**src/iiwf_pkg.sv**
```systemverilog
// Purpose: Constants of the interrupt and third warning filter block.
// Assumes: 25 MHz system clock.
// Notes: Offsets are register indices on the serial port map.
package iiwf_pkg;
	localparam logic [7:0]  OFS_FILT_CFG   = 8'h0A;
	localparam logic [7:0]  OFS_IRQ_EN     = 8'h0B;
	localparam logic [7:0]  OFS_IRQ_FLAGS  = 8'h0C;
	localparam logic [15:0] RST_FILT_CFG   = 16'h80FA;
	localparam logic [15:0] RST_IRQ_EN     = 16'h4000;
	localparam logic [15:0] RST_IRQ_FLAGS  = 16'h0000;
	localparam logic [15:0] WMASK_FILT_CFG = 16'hDFFF;
	localparam logic [15:0] WMASK_FLAGS    = 16'h7FFF;
	localparam int          BIT_PATH_EN    = 15;
	localparam int          BIT_COUNT_UD   = 14;
	localparam int          BIT_SAMPLE_EN  = 15;
	localparam int          BIT_RST_DONE   = 14;
	localparam int          LEN_W          = 13;
	localparam int          CLK_PERIOD_NS  = 40;
	localparam int          UNIT_TIME_NS   = 20000;
	localparam int          UNIT_CYCLES    = UNIT_TIME_NS / CLK_PERIOD_NS;
	localparam logic [8:0]  UNIT_LAST      = 9'(UNIT_CYCLES - 1);
	localparam logic [8:0]  RST_PRE        = 9'h000;
endpackage

```
**src/iiwf_filt_if.sv**
```systemverilog
// Purpose: Carries the third warning filter settings and levels.
// Assumes: One clock domain.
// Notes: Two channels share one setting.
`timescale 1ns/1ns
interface iiwf_filt_if;
	logic                          path_en;
	logic                          count_ud;
	logic [iiwf_pkg::LEN_W-1:0]    len;
	logic                          tick;
	logic [1:0]                    raw;
	logic [1:0]                    filt;
	modport ctrl (output path_en, output count_ud, output len, output tick, output raw, input filt);
	modport filt_side (input path_en, input count_ud, input len, input tick, input raw, output filt);
endinterface

```
**src/iiwf_debounce.sv**
```systemverilog
// Purpose: Debounces the third warning comparator of both channels.
// Assumes: Tick is a one-cycle pulse each length unit.
// Notes: Zero length passes the input straight through.
`timescale 1ns/1ns
module iiwf_debounce (
	input  wire logic  clk_sys,
	input  wire logic  rst,
	iiwf_filt_if.filt_side f
);
	logic [iiwf_pkg::LEN_W-1:0] cnt_q [2];
	logic [iiwf_pkg::LEN_W-1:0] cnt_d [2];
	logic [1:0]                 st_q;
	logic [1:0]                 st_d;
	logic                       bypass;

	assign bypass = (f.len == '0);

	always_comb begin
		for (int i = 0; i < 2; i++) begin
			cnt_d[i] = cnt_q[i];
			st_d[i]  = st_q[i];
			if (!f.path_en || bypass) begin
				cnt_d[i] = '0;
				st_d[i]  = f.path_en & f.raw[i];
			end else if (f.count_ud) begin
				if (f.tick) begin
					if (f.raw[i] && cnt_q[i] < f.len)
						cnt_d[i] = cnt_q[i] + 13'h0001;
					else if (!f.raw[i] && cnt_q[i] != '0)
						cnt_d[i] = cnt_q[i] - 13'h0001;
					if (cnt_d[i] >= f.len)
						st_d[i] = 1'b1;
					else if (cnt_d[i] == '0)
						st_d[i] = 1'b0;
				end
			end else if (f.raw[i] == st_q[i]) begin
				cnt_d[i] = '0;
			end else if (f.tick) begin
				cnt_d[i] = cnt_q[i] + 13'h0001;
				if (cnt_d[i] >= f.len) begin
					st_d[i]  = f.raw[i];
					cnt_d[i] = '0;
				end
			end
		end
	end

	always_ff @(posedge clk_sys or posedge rst) begin
		if (rst) begin
			cnt_q <= '{default: '0};
			st_q  <= 2'h0;
		end else begin
			cnt_q <= cnt_d;
			st_q  <= st_d;
		end
	end

	always_comb begin
		for (int i = 0; i < 2; i++) begin
			if (!f.path_en)
				f.filt[i] = 1'b0;
			else if (bypass)
				f.filt[i] = f.raw[i];
			else
				f.filt[i] = st_q[i];
		end
	end

	bypass_path_a: assert property (@(posedge clk_sys) disable iff (rst)
		f.path_en && bypass |-> f.filt == f.raw) else $error("bypass output differs from input");
	held_low_a: assert property (@(posedge clk_sys) disable iff (rst)
		!f.path_en |-> f.filt == 2'h0) else $error("disabled path not low");
	glitch_reject_a: assert property (@(posedge clk_sys) disable iff (rst)
		f.path_en && !bypass && !f.count_ud && !f.tick |=> $stable(st_q)) else $error("output moved without tick");
endmodule // iiwf_debounce

```
**src/iiwf_top.sv**
```systemverilog
// Purpose: Interrupt enable, event flags and third warning filter setup.
// Assumes: Register port strobes are single-cycle and synchronous.
// Notes: Lock blocks writes except to the flag register.
`timescale 1ns/1ns
module iiwf_top (
	input  wire logic        clk_sys,
	input  wire logic        rst,
	input  wire logic [7:0]  reg_addr,
	input  wire logic        reg_wr,
	input  wire logic        reg_rd,
	input  wire logic [15:0] reg_wdata,
	output logic      [15:0] reg_rdata,
	input  wire logic        cfg_lock,
	input  wire logic        sample_ready,
	input  wire logic        link_busy,
	input  wire logic        ch1_thermal_backoff,
	input  wire logic        ch2_thermal_backoff,
	input  wire logic        load_overtemp_flag,
	input  wire logic        isolation_link_fault,
	input  wire logic        register_mismatch_fault,
	input  wire logic        ch1_first_warning,
	input  wire logic        ch1_second_warning,
	input  wire logic        ch1_third_warning,
	input  wire logic        ch2_first_warning,
	input  wire logic        ch2_second_warning,
	input  wire logic        ch2_third_warning,
	input  wire logic        ch1_filtered_output,
	input  wire logic        ch2_filtered_output,
	output logic             irq
);
	logic [15:0] filt_cfg_q;
	logic [15:0] filt_cfg_d;
	logic [15:0] irq_en_q;
	logic [15:0] irq_en_d;
	logic [15:0] flags_q;
	logic [15:0] flags_d;
	logic [15:0] rdata_q;
	logic [15:0] rdata_d;
	logic        irq_q;
	logic        irq_d;
	logic        done_pend_q;
	logic        done_pend_d;
	logic [8:0]  pre_q;
	logic [8:0]  pre_d;
	logic [7:0]  lvl_prev_q;
	logic [7:0]  lvl_prev_d;
	logic [7:0]  lvl_now;
	logic [7:0]  lvl_rise;
	logic [15:0] ev;
	logic [15:0] clr;
	logic [15:0] kept;

	iiwf_filt_if fif ();

	function automatic logic wr_hit(input logic [7:0] a, input logic [7:0] ofs, input logic w);
		return w && (a == ofs);
	endfunction

	assign fif.path_en  = filt_cfg_q[iiwf_pkg::BIT_PATH_EN];
	assign fif.count_ud = filt_cfg_q[iiwf_pkg::BIT_COUNT_UD];
	assign fif.len      = filt_cfg_q[iiwf_pkg::LEN_W-1:0];
	assign fif.tick     = (pre_q == iiwf_pkg::UNIT_LAST);
	assign fif.raw      = {ch2_third_warning, ch1_third_warning};

	iiwf_debounce u_debounce (
		.clk_sys (clk_sys),
		.rst     (rst),
		.f       (fif.filt_side)
	);

	// Levels whose rising edges are events: c2 b2 a2 out2 c1 b1 a1 out1.
	assign lvl_now  = {fif.filt[1], ch2_second_warning, ch2_first_warning, ch2_filtered_output,
	                   fif.filt[0], ch1_second_warning, ch1_first_warning, ch1_filtered_output};
	assign lvl_rise = lvl_now & ~lvl_prev_q;

	assign ev = {1'b0, done_pend_q, link_busy, ch2_thermal_backoff, ch1_thermal_backoff,
	             load_overtemp_flag, isolation_link_fault, register_mismatch_fault,
	             lvl_rise};

	assign clr = wr_hit(reg_addr, iiwf_pkg::OFS_IRQ_FLAGS, reg_wr) ? reg_wdata : 16'h0000;
	assign kept = flags_q & ~clr;

	always_comb begin
		pre_d       = (pre_q == iiwf_pkg::UNIT_LAST) ? 9'h000 : pre_q + 9'h001;
		done_pend_d = 1'b0;
	end

	always_ff @(posedge clk_sys or posedge rst) begin
		if (rst) begin
			pre_q       <= iiwf_pkg::RST_PRE;
			done_pend_q <= 1'b1;
		end else begin
			pre_q       <= pre_d;
			done_pend_q <= done_pend_d;
		end
	end

	always_comb begin
		filt_cfg_d = filt_cfg_q;
		irq_en_d   = irq_en_q;
		if (wr_hit(reg_addr, iiwf_pkg::OFS_FILT_CFG, reg_wr && !cfg_lock))
			filt_cfg_d = reg_wdata & iiwf_pkg::WMASK_FILT_CFG;
		if (wr_hit(reg_addr, iiwf_pkg::OFS_IRQ_EN, reg_wr && !cfg_lock))
			irq_en_d = reg_wdata;
	end

	always_ff @(posedge clk_sys or posedge rst) begin
		if (rst) begin
			filt_cfg_q <= iiwf_pkg::RST_FILT_CFG;
			irq_en_q   <= iiwf_pkg::RST_IRQ_EN;
		end else begin
			filt_cfg_q <= filt_cfg_d;
			irq_en_q   <= irq_en_d;
		end
	end

	always_comb begin
		lvl_prev_d = lvl_now;
		// Set wins over a write-one clear in the same cycle.
		flags_d    = ((flags_q & ~clr) | ev) & iiwf_pkg::WMASK_FLAGS;
		irq_d      = (|(flags_q & irq_en_q & iiwf_pkg::WMASK_FLAGS))
		           | (irq_en_q[iiwf_pkg::BIT_SAMPLE_EN] & sample_ready);
	end

	always_ff @(posedge clk_sys or posedge rst) begin
		if (rst) begin
			lvl_prev_q <= 8'h00;
			flags_q    <= iiwf_pkg::RST_IRQ_FLAGS;
			irq_q      <= 1'b0;
		end else begin
			lvl_prev_q <= lvl_prev_d;
			flags_q    <= flags_d;
			irq_q      <= irq_d;
		end
	end

	always_comb begin
		rdata_d = rdata_q;
		if (reg_rd) begin
			unique case (reg_addr)
				iiwf_pkg::OFS_FILT_CFG:  rdata_d = filt_cfg_q;
				iiwf_pkg::OFS_IRQ_EN:    rdata_d = irq_en_q;
				iiwf_pkg::OFS_IRQ_FLAGS: rdata_d = flags_q;
				default:                 rdata_d = 16'h0000;
			endcase
		end
	end

	always_ff @(posedge clk_sys or posedge rst) begin
		if (rst) begin
			rdata_q <= 16'h0000;
		end else begin
			rdata_q <= rdata_d;
		end
	end

	assign irq       = irq_q;
	assign reg_rdata = rdata_q;

	event_sets_a: assert property (@(posedge clk_sys) disable iff (rst)
		ev != 16'h0000 |=> (flags_q & $past(ev)) == $past(ev)) else $error("event did not set its flag");
	w1c_clear_a: assert property (@(posedge clk_sys) disable iff (rst)
		(reg_wr && reg_addr == iiwf_pkg::OFS_IRQ_FLAGS && ev == 16'h0000)
		|=> (flags_q & $past(reg_wdata)) == 16'h0000) else $error("write one did not clear flag");
	irq_level_a: assert property (@(posedge clk_sys) disable iff (rst)
		(flags_q & irq_en_q & iiwf_pkg::WMASK_FLAGS) != 16'h0000 |=> irq_q) else $error("enabled flag gave no irq");
	irq_masked_a: assert property (@(posedge clk_sys) disable iff (rst)
		(flags_q & irq_en_q & iiwf_pkg::WMASK_FLAGS) == 16'h0000 && !sample_ready |=> !irq_q)
		else $error("irq without enabled flag");
	sample_irq_a: assert property (@(posedge clk_sys) disable iff (rst)
		irq_en_q[iiwf_pkg::BIT_SAMPLE_EN] && sample_ready |=> irq_q) else $error("sample ready irq missing");
	reset_done_a: assert property (@(posedge clk_sys) disable iff (rst)
		done_pend_q |=> flags_q[iiwf_pkg::BIT_RST_DONE] ##0 !done_pend_q) else $error("reset done flag missing");
	lock_hold_a: assert property (@(posedge clk_sys) disable iff (rst)
		cfg_lock && reg_wr |=> $stable(irq_en_q) && $stable(filt_cfg_q)) else $error("locked write changed config");
	warn_rise_a: assert property (@(posedge clk_sys) disable iff (rst)
		$rose(ch1_first_warning) |=> flags_q[1]) else $error("warning rise not flagged");
	unit_tick_a: assert property (@(posedge clk_sys) disable iff (rst)
		fif.tick |=> !fif.tick [*8]) else $error("length unit tick too frequent");
	cool_ch1_a: assert property (@(posedge clk_sys) disable iff (rst)
		ch1_thermal_backoff |=> flags_q[11]) else $error("channel 1 cool-down not flagged");
	cool_ch2_a: assert property (@(posedge clk_sys) disable iff (rst)
		ch2_thermal_backoff |=> flags_q[12]) else $error("channel 2 cool-down not flagged");
	overtemp_flag_a: assert property (@(posedge clk_sys) disable iff (rst)
		load_overtemp_flag |=> flags_q[10]) else $error("thermal shutdown not flagged");
	link_fault_a: assert property (@(posedge clk_sys) disable iff (rst)
		isolation_link_fault |=> flags_q[9]) else $error("link fault not flagged");
	copy_fault_a: assert property (@(posedge clk_sys) disable iff (rst)
		register_mismatch_fault |=> flags_q[8]) else $error("copy mismatch not flagged");
	ch1_out_a: assert property (@(posedge clk_sys) disable iff (rst)
		$rose(ch1_filtered_output) |=> flags_q[0]) else $error("channel 1 output rise not flagged");
	ch2_out_a: assert property (@(posedge clk_sys) disable iff (rst)
		$rose(ch2_filtered_output) |=> flags_q[4]) else $error("channel 2 output rise not flagged");
	third_rise_a: assert property (@(posedge clk_sys) disable iff (rst)
		$rose(fif.filt[1]) |=> flags_q[7]) else $error("third warning rise not flagged");
	flag_keep_a: assert property (@(posedge clk_sys) disable iff (rst)
		kept != 16'h0000 |=> (flags_q & $past(kept)) == $past(kept)) else $error("flag lost without write one");
	en_write_a: assert property (@(posedge clk_sys) disable iff (rst)
		reg_wr && !cfg_lock && reg_addr == iiwf_pkg::OFS_IRQ_EN |=> irq_en_q == $past(reg_wdata))
		else $error("enable write lost");
	cfg_write_a: assert property (@(posedge clk_sys) disable iff (rst)
		reg_wr && !cfg_lock && reg_addr == iiwf_pkg::OFS_FILT_CFG
		|=> filt_cfg_q == ($past(reg_wdata) & iiwf_pkg::WMASK_FILT_CFG)) else $error("filter setup write lost");
	flag_read_a: assert property (@(posedge clk_sys) disable iff (rst)
		reg_rd && reg_addr == iiwf_pkg::OFS_IRQ_FLAGS
		|=> reg_rdata == $past(flags_q)) else $error("flag read wrong");
endmodule // iiwf_top

```
**config.mk**
```make
export PLATFORM = sky130hd
export DESIGN_NAME = iiwf_top
export DESIGN_NICKNAME = d
export VERILOG_FILES = /design/src/iiwf_pkg.sv /design/src/iiwf_filt_if.sv /design/src/iiwf_debounce.sv /design/src/iiwf_top.sv
export SDC_FILE = /design/constraint.sdc
export NUM_CORES = 1
export LEC_CHECK = 0
export ABC_CLOCK_PERIOD_IN_PS = 3830
export BUFFER_PORTS_ARGS = -buffer_cell sky130_fd_sc_hd__buf_2
export CELL_PAD_IN_SITES_DETAIL_PLACEMENT = 1
export CELL_PAD_IN_SITES_GLOBAL_PLACEMENT = 1
export CORE_MARGIN = 4
export CORE_UTILIZATION = 40
export DETAILED_ROUTE_END_ITERATION = 10
export PLACE_DENSITY = 0.77
export SETUP_SLACK_MARGIN = 0.05
export SYNTH_ARGS = -nofsm -noshare
export SYNTH_HDL_FRONTEND = slang
export SYNTH_SLANG_ARGS = --single-unit
```
**constraint.sdc**
```tcl
create_clock -name clk_sys -period 3.83 [get_ports clk_sys]
set_input_delay 1.149 -clock clk_sys [delete_from_list [all_inputs] [get_ports clk_sys]]
set_output_delay 1.149 -clock clk_sys [all_outputs]
set_load 0.05 [all_outputs]
```
==> impl_metrics.env, run 1 <==
export IMPL_chipWidth_um=154
export IMPL_initial_core_util_pct=40.5
export IMPL_cp_required_ns=4.06
export IMPL_yosys_register_bits=109
export IMPL_post_place_ws_ns=-0.389
export IMPL_post_drt_via_cell_ratio=5.97
export IMPL_fin_tns_setup_ns=-0.316
export IMPL_period_needed_ns=4.04
export IMPL_routed_wl_um=31100
export IMPL_ys_seq_area_share_pct=32.2
export IMPL_grt_max_degree=45
export IMPL_drtIter0Drc=488
export IMPL_slowest_delay_ns=0.56
export IMPL_cp_data_arrival_time_ns=4.27
export IMPL_slew_headroom_pct=28.8
export IMPL_gp_congestion=0.902
export IMPL_hold_path_class="flop to flop"
export IMPL_cts_tree="done"
export IMPL_clkLatencyLatePin_ns=0.36
export IMPL_synth_area_leaders="dfrtp_1 (29%), ha_1 (12%), mux2_2 (4.4%)"
export IMPL_placementRows=53
export IMPL_finalNetCount=1234
export IMPL_hold_slack_ns=0.416
export IMPL_drive_above_1_share_pct=30.6
export IMPL_postRouteAntennaNets=0
export IMPL_syn_avg_cell_area_sq_um=9.02
export IMPL_period_share_pct=105
export IMPL_dp_cells=1357
export IMPL_multiInputGateArea_sq_um=5560
export IMPL_synthesis_nets=1069
export IMPL_drt_pass1_iter_count=5
export IMPL_grtUsageTotal_pct=25.7
export IMPL_drv_slew=0
export IMPL_r2r_start="filt_cfg_q[7]"
export IMPL_drc=0
export IMPL_die_h_um=154
export IMPL_syn_cell_area_sq_um=8500
export IMPL_hold_start="lvl_prev_q[2]"
export IMPL_power_mw=2.80
export IMPL_async_reset_ff_share_pct=100
export IMPL_n_fill_cell=2494
export IMPL_cts_made_buffers=9
export IMPL_syn_to_final_growth_pct=24.7
export IMPL_max_clock_freq_mhz=248
export IMPL_ys_warnings_count=0
export IMPL_maxCapViolCount=0
export IMPL_grt_pass1_wl_um=48600
export IMPL_synth_cell_type_count=99
export IMPL_synth_cells=942
export IMPL_setup_worst_path_end_class="flop"
export IMPL_num_vias=8276
export IMPL_cts_sinks=109
export IMPL_yosys_area_top_type_share_pct=29.5
export IMPL_status="finished with violations"
export IMPL_setup_viol=2
export IMPL_io_buffers=60
export IMPL_cp_start_kind="flop"
export IMPL_clk_pin_slew_worst_paths_ns=0.08
export IMPL_crit_path_top_delay_cell="or4_4"
export IMPL_max_vdd_ir_drop_v=0.000246
export IMPL_power_density_nw_per_um2=264
export IMPL_yosysTopAreaCell="dfrtp_1"
export IMPL_grt_pass1_vias=8823
export IMPL_n_antenna_cell=0
export IMPL_seq_area_sq_um=2740
export IMPL_synthFlopType="dfrtp_1"
export IMPL_dp_hpwl_um=23400
export IMPL_cp_cell_sequence="inv_2, ha_4, a211oi_4, nand2_1, or4_4, buf_6, a21o_4, a21oi_2, o211ai_1, inv_1, ha_4, a211oi_4, o21bai_1, a21oi_2, o31a_1, o21ai_2, o311ai_1, mux2i_1"
export IMPL_rsz0062_at_grt="true"
export IMPL_top_level_ports=61
export IMPL_final_cell_count_no_fill=1387
export IMPL_htreeDepth=3
export IMPL_path_class="flop to flop"
export IMPL_design_core_area_sq_um=21000
export IMPL_worstSetupStartpoint="filt_cfg_q[7]"
export IMPL_finalHoldViolCount=0
export IMPL_clock_path_buffers=2
export IMPL_crit_fanout=6
export IMPL_routedWlPerCell_um=22.4
export IMPL_dieArea_sq_um=23600
export IMPL_p_leak_nw=4.97
export IMPL_synth_edf_count=0
export IMPL_violations="negative setup slack"
export IMPL_synth_most_common_cell="dfrtp_1"
export IMPL_timing_final_ws_setup_ns=-0.206
export IMPL_worstMarginPinSlew_ns=1.07
export IMPL_antenna_found_initial=1
export IMPL_grt_ovfl_total=0
export IMPL_skew_ns=0.00884
export IMPL_root_buffer="clkbuf_16"
export IMPL_synthTopCellsByCount="dfrtp_1 (100), ha_1 (83), nand2_1 (75)"
[logic make-up after synthesis]
logic type	Yosys count	synth area share (%)
AND/OR/NAND/NOR	287	17.8
adder cells (fa/ha/maj)	83	12.2
buffers and inverters	109	5.89
other	1	0.0441
XOR/XNOR	34	3.51
AO/OA/AOI/OAI	266	21.6
multiplexers	53	6.73
flip-flops	109	32.2
[worst max-delay path, delay by kind of cell, from the launching register on]
| kind | cells | cell delay [ns] |
|---|---|---|
| buf+inv | 3 | 0.33 |
| flops | 1 | 0.55 |
| fa+ha+maj | 2 | 0.43 |
| mux | 1 | 0.11 |
| simple gates | 2 | 0.67 |
| compound gates | 10 | 1.81 |
[path summary, 6_finish.rpt]
check,end,slack (ns),cells past startpoint
setup / recovery,u_debounce.st_q[1],-0.21,18
hold / removal,flags_q[2],0.42,1
setup reg to reg,u_debounce.st_q[1],-0.21,18
hold reg to reg,flags_q[2],0.42,1
max in group asynchronous,filt_cfg_q[3],2.19,3
min in group asynchronous,u_debounce.cnt_q[2],0.85,2
[placed cells by master, fill, tap and decap left out, drive strengths merged, types with 18 or more instances in the layout]
| cell | count |
|---|---|
| buf | 206 |
| a21oi | 74 |
| mux2 | 33 |
| xnor2 | 21 |
| nand4 | 18 |
| nand2 | 76 |
| nand3 | 27 |
| o21ai | 52 |
| dfrtp | 100 |
| inv | 58 |
| nor2 | 65 |
| mux2i | 20 |
| nor3 | 20 |
| ha | 83 |
[per-stage QoR]
step	utilization, %	instance area [sq um]
4_1_cts	50.1	10500
6_report	50.6	10600
3_3_place_gp	47.5	9960
5_1_grt	50.6	10600
3_5_place_dp	47.5	9960
2_1_floorplan	-	8580
[state kept, by name (all words and copies together), names as in the netlist]
signal / flops
done_pend_q: 1
flags_q: 15
lvl_prev_q: 8
reg_rdata: 16
u_debounce.st_q: 2
irq_en_q: 16
filt_cfg_q: 15
u_debounce.cnt_q: 26
irq: 1
pre_q: 9
[cell type report]
| type | count | share of cell area [%] |
|---|---|---|
| multi-input cells | 724 | 52.5 |
| flip-flops and latches | 109 | 25.9 |
| repair buffers | 206 | 13.6 |
| well taps | 275 | 3.25 |
| clock buffers | 10 | 2.16 |
| inverters | 57 | 2.08 |
| clock inverters | 6 | 0.555 |
[per-layer routing]
layer	global-route usage (%)	vias up	wire length [um]
met4	9.55	2	1170
met1	32.8	4142	13300
li1	-	3805	-
met2	43.2	251	14800
met3	5.21	76	1820
met5	0	-	7
[report_power, final]
part | switching (mW) | internal [mW] | total, mW
clock network | 0.499 | 0.456 | 0.955
registers | 0.0276 | 1.19 | 1.21
logic | 0.366 | 0.264 | 0.631
[timing repair]
item | 4_1_cts | 5_1_grt
buffers inserted | 9 | 5
pin swaps | 27 | 20
setup endpoints to repair | 3 | 13
resized for setup | 37 | 14
hold buffers | 0 | 0
No activity file was read; power rests on OpenSTA's default activity.
==> run 2: changes to the inputs <==
--- a/config.mk
+++ b/config.mk
@@ -7,12 +7,13 @@
 export LEC_CHECK = 0
 export ABC_CLOCK_PERIOD_IN_PS = 3830
 export BUFFER_PORTS_ARGS = -buffer_cell sky130_fd_sc_hd__buf_2
-export CELL_PAD_IN_SITES_DETAIL_PLACEMENT = 1
-export CELL_PAD_IN_SITES_GLOBAL_PLACEMENT = 1
+export CELL_PAD_IN_SITES_DETAIL_PLACEMENT = 2
+export CELL_PAD_IN_SITES_GLOBAL_PLACEMENT = 2
 export CORE_MARGIN = 4
-export CORE_UTILIZATION = 40
+export CORE_UTILIZATION = 35
 export DETAILED_ROUTE_END_ITERATION = 10
-export PLACE_DENSITY = 0.77
+export MAX_ROUTING_LAYER = met4
+export PLACE_DENSITY = 0.81
 export SETUP_SLACK_MARGIN = 0.05
 export SYNTH_ARGS = -nofsm -noshare
 export SYNTH_HDL_FRONTEND = slang
==> run 2 against run 1 <==
The run still ends with negative setup slack left. Global-route usage grew 6.8 points. Flip-flop and latch count unchanged. Critical endpoint unchanged. Die area rose by 14%. Maximum frequency shrank 12%. Largest power group unchanged. Cell count is 4.5% higher. Sequential power barely moved. Worst setup slack got worse by 0.54 ns. Register-to-register slack got worse by 0.54 ns.
==> impl_metrics.env, run 2 (synthesis results as in run 1) <==
export IMPL_fin_tns_setup_ns=-3.66
export IMPL_cp_cell_sequence="inv_2, ha_1, a21oi_1, nor2b_1, or4_4, a21o_1, buf_6, a311oi_4, inv_1, ha_1, o21ai_2, o21bai_2, a21oi_2, o31a_1, o21ai_2, buf_4, o21ai_1, mux2i_1"
export IMPL_num_vias=9396
export IMPL_clock_path_buffers=2
export IMPL_cts_sinks=109
export IMPL_layout_commonest_cell="buf_4"
export IMPL_drv_slew=0
export IMPL_drc=0
export IMPL_met1_usage_pct=37.1
export IMPL_postRouteAntennaNets=0
export IMPL_grt_pass1_vias=10041
export IMPL_cp_top_family="compound AO/OA/AOI/OAI gates"
export IMPL_cp_start_kind="flop"
export IMPL_post_drt_via_cell_ratio=6.48
export IMPL_routed_wl_um=49000
export IMPL_n_fill_cell=2571
export IMPL_period_share_pct=119
export IMPL_violations="negative setup slack"
export IMPL_drive_above_1_share_pct=33.7
export IMPL_design_core_area_sq_um=23700
export IMPL_top_register="u_debounce.cnt_q"
export IMPL_period_needed_ns=4.57
export IMPL_busiest_layer="met2"
export IMPL_hold_slack_ns=0.429
export IMPL_power_density_nw_per_um2=281
export IMPL_largest_register_ffs=26
export IMPL_post_place_ws_ns=-0.404
export IMPL_cts_tree="done"
export IMPL_die_h_um=164
export IMPL_cp_data_arrival_time_ns=4.84
export IMPL_finish_instance_area_sq_um=11000
export IMPL_grt_max_degree=84
export IMPL_clkLatencyLatePin_ns=0.39
export IMPL_grt_ovfl_total=0
export IMPL_cp_num_buf_inv=4
export IMPL_slew_headroom_pct=24.9
export IMPL_grt_pass1_wl_um=64200
export IMPL_root_buffer="clkbuf_16"
export IMPL_crit_fanout=4
export IMPL_finalHoldViolCount=0
export IMPL_timing_final_ws_setup_ns=-0.741
export IMPL_cp_required_ns=4.09
export IMPL_maxCapViolCount=0
export IMPL_initial_core_util_pct=35.9
export IMPL_syn_to_final_growth_pct=29.7
export IMPL_dp_hpwl_um=28000
export IMPL_chipWidth_um=164
export IMPL_p_leak_nw=5.17
export IMPL_clk_pin_slew_worst_paths_ns=0.10
export IMPL_power_mw=3.10
export IMPL_worstMarginPinSlew_ns=1.13
export IMPL_status="finished with violations"
export IMPL_max_vdd_ir_drop_v=0.000218
export IMPL_routedWlPerCell_um=33.8
export IMPL_hold_path_class="flop to flop"
export IMPL_dieArea_sq_um=26800
export IMPL_drtIter0Drc=812
export IMPL_path_class="flop to flop"
export IMPL_finalNetCount=1251
export IMPL_setup_worst_path_end_class="flop"
export IMPL_skew_ns=0.0209
export IMPL_top_level_ports=61
export IMPL_drt_pass1_iter_count=5
export IMPL_grtUsageTotal_pct=32.5
export IMPL_most_common_layout_cells="buf_4 (149), dfrtp_1 (99), ha_1 (77)"
export IMPL_max_clock_freq_mhz=219
export IMPL_cts_made_buffers=9
export IMPL_crit_path_top_delay_cell="dfstp_2"
export IMPL_rsz0062_at_grt="true"
export IMPL_antenna_found_initial=1
export IMPL_gp_congestion=0.922
export IMPL_io_buffers=60
export IMPL_globalRouteMet3Util_pct=5.72
export IMPL_slowest_delay_ns=0.59
export IMPL_placementRows=56
export IMPL_setup_viol=18
export IMPL_htreeDepth=3
export IMPL_placed_area_sq_um=10100
export IMPL_grt_use_met2_pct=56.0
## run 2: cell count changes in the layout (fill, tap and decap cells not counted), sizes merged
cell,before,now
inv,58,57
clkinv,1,4
clkinvlp,4,3
buf,206,223
clkbuf,10,9
diode,0,1
## run 2: cell type report
cell class,count,area (sq um),share of cell area [%]
tap,319,399,3.62
timing repair buffer,223,1630,14.8
clock buffer,9,225,2.04
sequential,109,2740,24.9
inverter,57,228,2.07
clock inverter,7,86.3,0.784
antenna,1,2.50,0.0227
multi-input combinational,724,5710,51.8
## run 2: worst register-to-register path, stage by stage (launching register included)
cell      delay [ns]
dfstp_2         0.59
inv_2           0.11
ha_1            0.37
a21oi_1         0.24
nor2b_1         0.08
or4_4           0.50
a21o_1          0.27
buf_6           0.16
a311oi_4        0.32
inv_1           0.09
ha_1            0.31
o21ai_2         0.08
o21bai_2        0.20
a21oi_2         0.12
o31a_1          0.27
o21ai_2         0.20
buf_4           0.15
o21ai_1         0.07
mux2i_1         0.33
## run 2: stage by stage
step           std cells  utilization [%]
2_1_floorplan        942                -
3_3_place_gp        1411             42.7
3_5_place_dp        1411             42.7
4_1_cts             1436             45.2
5_1_grt             1449             46.5
6_report            1449             46.5
## run 2: power by group
group          internal (mW)  switching (mW)
combinational          0.302           0.476
clock                  0.474           0.621
sequential              1.19          0.0375
total                   1.96            1.13
## run 2: routing by layer
metal | routed length (um) | vias to the layer above
li1 | - | 3832
met1 | 18000 | 4771
met2 | 23900 | 554
met3 | 3490 | 239
met4 | 3580 | 0
met5 | 0 | -
## run 2: repair_timing
action                                  in CTS  in global routing
pin swaps                                   24                 37
hold buffers                                 0                  0
resized for setup                           43                 45
setup buffers                                9                 12
endpoints found under the setup margin      14                 28
## run 2: path summary, 6_finish.rpt
| kind | start | depth (start not counted) | slack, ns | endpoint |
|---|---|---|---|---|
| min in group asynchronous | rst | 3 | 0.89 | lvl_prev_q[0] |
| max in group asynchronous | rst | 3 | 2.54 | filt_cfg_q[4] |
| worst max register to register | filt_cfg_q[3] | 18 | -0.74 | u_debounce.st_q[1] |
| worst min-delay path | lvl_prev_q[2] | 1 | 0.43 | flags_q[2] |
| worst min register to register | lvl_prev_q[2] | 1 | 0.43 | flags_q[2] |
| worst max-delay path | filt_cfg_q[3] | 18 | -0.74 | u_debounce.st_q[1] |
==> run 3: changes to the inputs <==
--- a/config.mk
+++ b/config.mk
@@ -10,11 +10,11 @@
 export CELL_PAD_IN_SITES_DETAIL_PLACEMENT = 2
 export CELL_PAD_IN_SITES_GLOBAL_PLACEMENT = 2
 export CORE_MARGIN = 4
-export CORE_UTILIZATION = 35
+export CORE_UTILIZATION = 33
 export DETAILED_ROUTE_END_ITERATION = 10
 export MAX_ROUTING_LAYER = met4
-export PLACE_DENSITY = 0.81
-export SETUP_SLACK_MARGIN = 0.05
+export PLACE_DENSITY = 0.78
+export SETUP_SLACK_MARGIN = 0.1
 export SYNTH_ARGS = -nofsm -noshare
 export SYNTH_HDL_FRONTEND = slang
 export SYNTH_SLANG_ARGS = --single-unit
==> run 3 against run 2 <==
The flow still finishes with violations (negative setup slack). First-iteration DRC count is 34% lower. Non-clock buffer count is 15 lower. Critical path depth is 1 lower. Die area is 5.8% higher. Flip-flop and latch count stayed put. Routed wire length is 22% lower. Cell area is 2.5% lower. Worst setup slack better by 0.40 ns.
==> impl_metrics.env, run 3 (synthesis results as in run 1) <==
export IMPL_most_common_layout_cells="buf_4 (140), dfrtp_1 (97), ha_1 (77)"
export IMPL_initial_core_util_pct=33.6
export IMPL_switching_power_mw=0.996
export IMPL_setup_worst_path_end_class="flop"
export IMPL_status="finished with violations"
export IMPL_clkLatencyLatePin_ns=0.39
export IMPL_placementRows=58
export IMPL_max_vdd_ir_drop_v=0.000200
export IMPL_cp_data_arrival_time_ns=4.42
export IMPL_slew_headroom_pct=23.7
export IMPL_p_sw_share_pct=34.0
export IMPL_final_util_pct=42.5
export IMPL_largest_register_ffs=26
export IMPL_gp_congestion=0.910
export IMPL_cts_sinks=109
export IMPL_maxCapViolCount=0
export IMPL_timing_final_ws_setup_ns=-0.344
export IMPL_top_level_ports=61
export IMPL_die_h_um=168
export IMPL_rsz0062_at_grt="true"
export IMPL_setup_viol=2
export IMPL_routed_wl_um=38400
export IMPL_max_clock_freq_mhz=240
export IMPL_comb_power_share_pct=22.7
export IMPL_top_register="u_debounce.cnt_q"
export IMPL_grt_pass1_vias=9788
export IMPL_clock_path_buffers=2
export IMPL_grtUsageTotal_pct=26.4
export IMPL_finalHoldViolCount=0
export IMPL_worstMarginPinSlew_ns=1.14
export IMPL_power_density_nw_per_um2=273
export IMPL_skew_ns=0.0168
export IMPL_post_drt_via_cell_ratio=5.96
export IMPL_n_fill_cell=2791
export IMPL_power_mw=2.93
export IMPL_antenna_found_initial=2
export IMPL_cts_tree="done"
export IMPL_period_needed_ns=4.17
export IMPL_seqPwrFrac_pct=41.5
export IMPL_finalNetCount=1236
export IMPL_violations="negative setup slack"
export IMPL_routedWlPerCell_um=26.5
export IMPL_chipWidth_um=168
export IMPL_drt_pass1_iter_count=7
export IMPL_hold_path_class="flop to flop"
export IMPL_grt_ovfl_total=0
export IMPL_cp_start_kind="flop"
export IMPL_path_class="flop to flop"
export IMPL_placed_area_sq_um=10000
export IMPL_cp_required_ns=4.08
export IMPL_num_vias=8617
export IMPL_dp_hpwl_um=27200
export IMPL_cts_hold_buf=0
export IMPL_p_clk_share_pct=35.7
export IMPL_finish_instance_area_sq_um=10700
export IMPL_root_buffer="clkbuf_16"
export IMPL_io_buffers=60
export IMPL_cts_made_buffers=9
export IMPL_drtIter0Drc=532
export IMPL_clk_pin_slew_worst_paths_ns=0.10
export IMPL_syn_to_final_growth_pct=26.4
export IMPL_htreeDepth=3
export IMPL_drv_slew=0
export IMPL_p_leak_nw=5.00
export IMPL_postRouteAntennaNets=0
export IMPL_grt_max_degree=65
export IMPL_grt_pass1_wl_um=57400
export IMPL_layout_commonest_cell="buf_4"
export IMPL_period_share_pct=109
export IMPL_p_int_mw=1.93
export IMPL_design_core_area_sq_um=25300
export IMPL_dieArea_sq_um=28400
export IMPL_fin_tns_setup_ns=-0.433
export IMPL_crit_fanout=5
export IMPL_drc=0
export IMPL_drive_above_1_share_pct=32.0
run 3: metal layers:
| metal | global-route usage, % | vias to the layer above | part of all wire [%] | routed length (um) |
|---|---|---|---|---|
| li1 | - | 3800 | - | - |
| met1 | 31.4 | 4427 | 42 | 15900 |
| met2 | 45.0 | 275 | 50 | 19000 |
| met3 | 3.04 | 115 | 4.2 | 1630 |
| met4 | 11.8 | 0 | 4.6 | 1770 |
| met5 | - | - | 0 | 0 |
run 3: layout make-up:
| cell class | count | area (sq um) | share of cell area, % |
|---|---|---|---|
| Multi-Input combinational cell | 724 | 5590 | 52.1 |
| Inverter | 57 | 220 | 2.05 |
| Clock inverter | 7 | 75.1 | 0.699 |
| Tap cell | 330 | 413 | 3.85 |
| Clock buffer | 9 | 225 | 2.10 |
| Timing Repair Buffer | 208 | 1470 | 13.7 |
| Antenna cell | 2 | 5.00 | 0.0466 |
| Sequential cell | 109 | 2740 | 25.5 |
run 3: worst paths after layout:
path,slack [ns],cells after the start,endpoint,start
max in group asynchronous,2.08,3,filt_cfg_q[7],rst
worst max register to register,-0.34,17,u_debounce.st_q[1],filt_cfg_q[6]
min in group asynchronous,0.89,2,irq_en_q[0],rst
worst min register to register,0.42,1,flags_q[6],lvl_prev_q[6]
worst min-delay path,0.42,1,flags_q[6],lvl_prev_q[6]
worst max-delay path,-0.34,17,u_debounce.st_q[1],filt_cfg_q[6]
run 3: power groups by stage:
| stage | clock (mW) | combinational, mW | sequential (mW) |
|---|---|---|---|
| after floorplan | 0 | 0.293 | 1.28 |
| after global placement | 0 | 0.552 | 1.23 |
| after detailed placement | 0 | 0.581 | 1.23 |
| after CTS | 1.05 | 0.629 | 1.21 |
| after global routing | 1.10 | 0.709 | 1.22 |
| final | 1.05 | 0.666 | 1.22 |
run 3: through the flow:
stage	cells	worst slack [ns]	hold WS [ns]
6_report	1446	-0.344	0.423
5_1_grt	1446	-0.491	0.464
4_1_cts	1441	-0.124	0.430
3_5_place_dp	1415	-0.381	0.418
3_3_place_gp	1415	-0.203	0.402
2_1_floorplan	942	0.00146	0.400
run 3: worst max-delay path, cell delays in order (launching register included):
cell	delay (ns)
dfstp_2	0.55
inv_1	0.10
ha_1	0.35
nand3_1	0.22
nand2_2	0.12
or4_4	0.60
a21oi_4	0.21
buf_6	0.15
a21boi_2	0.07
xnor2_2	0.24
ha_2	0.33
o21ai_1	0.18
o21bai_1	0.13
a21oi_2	0.19
o31a_1	0.17
o21ai_2	0.07
o311ai_1	0.23
mux2i_1	0.12
run 3: repair_timing:
item,4_1_cts,5_1_grt
resized for setup,39,31
endpoints found under the hold margin,0,0
setup endpoints to repair,18,28
setup buffers,10,3
pin swaps,27,14
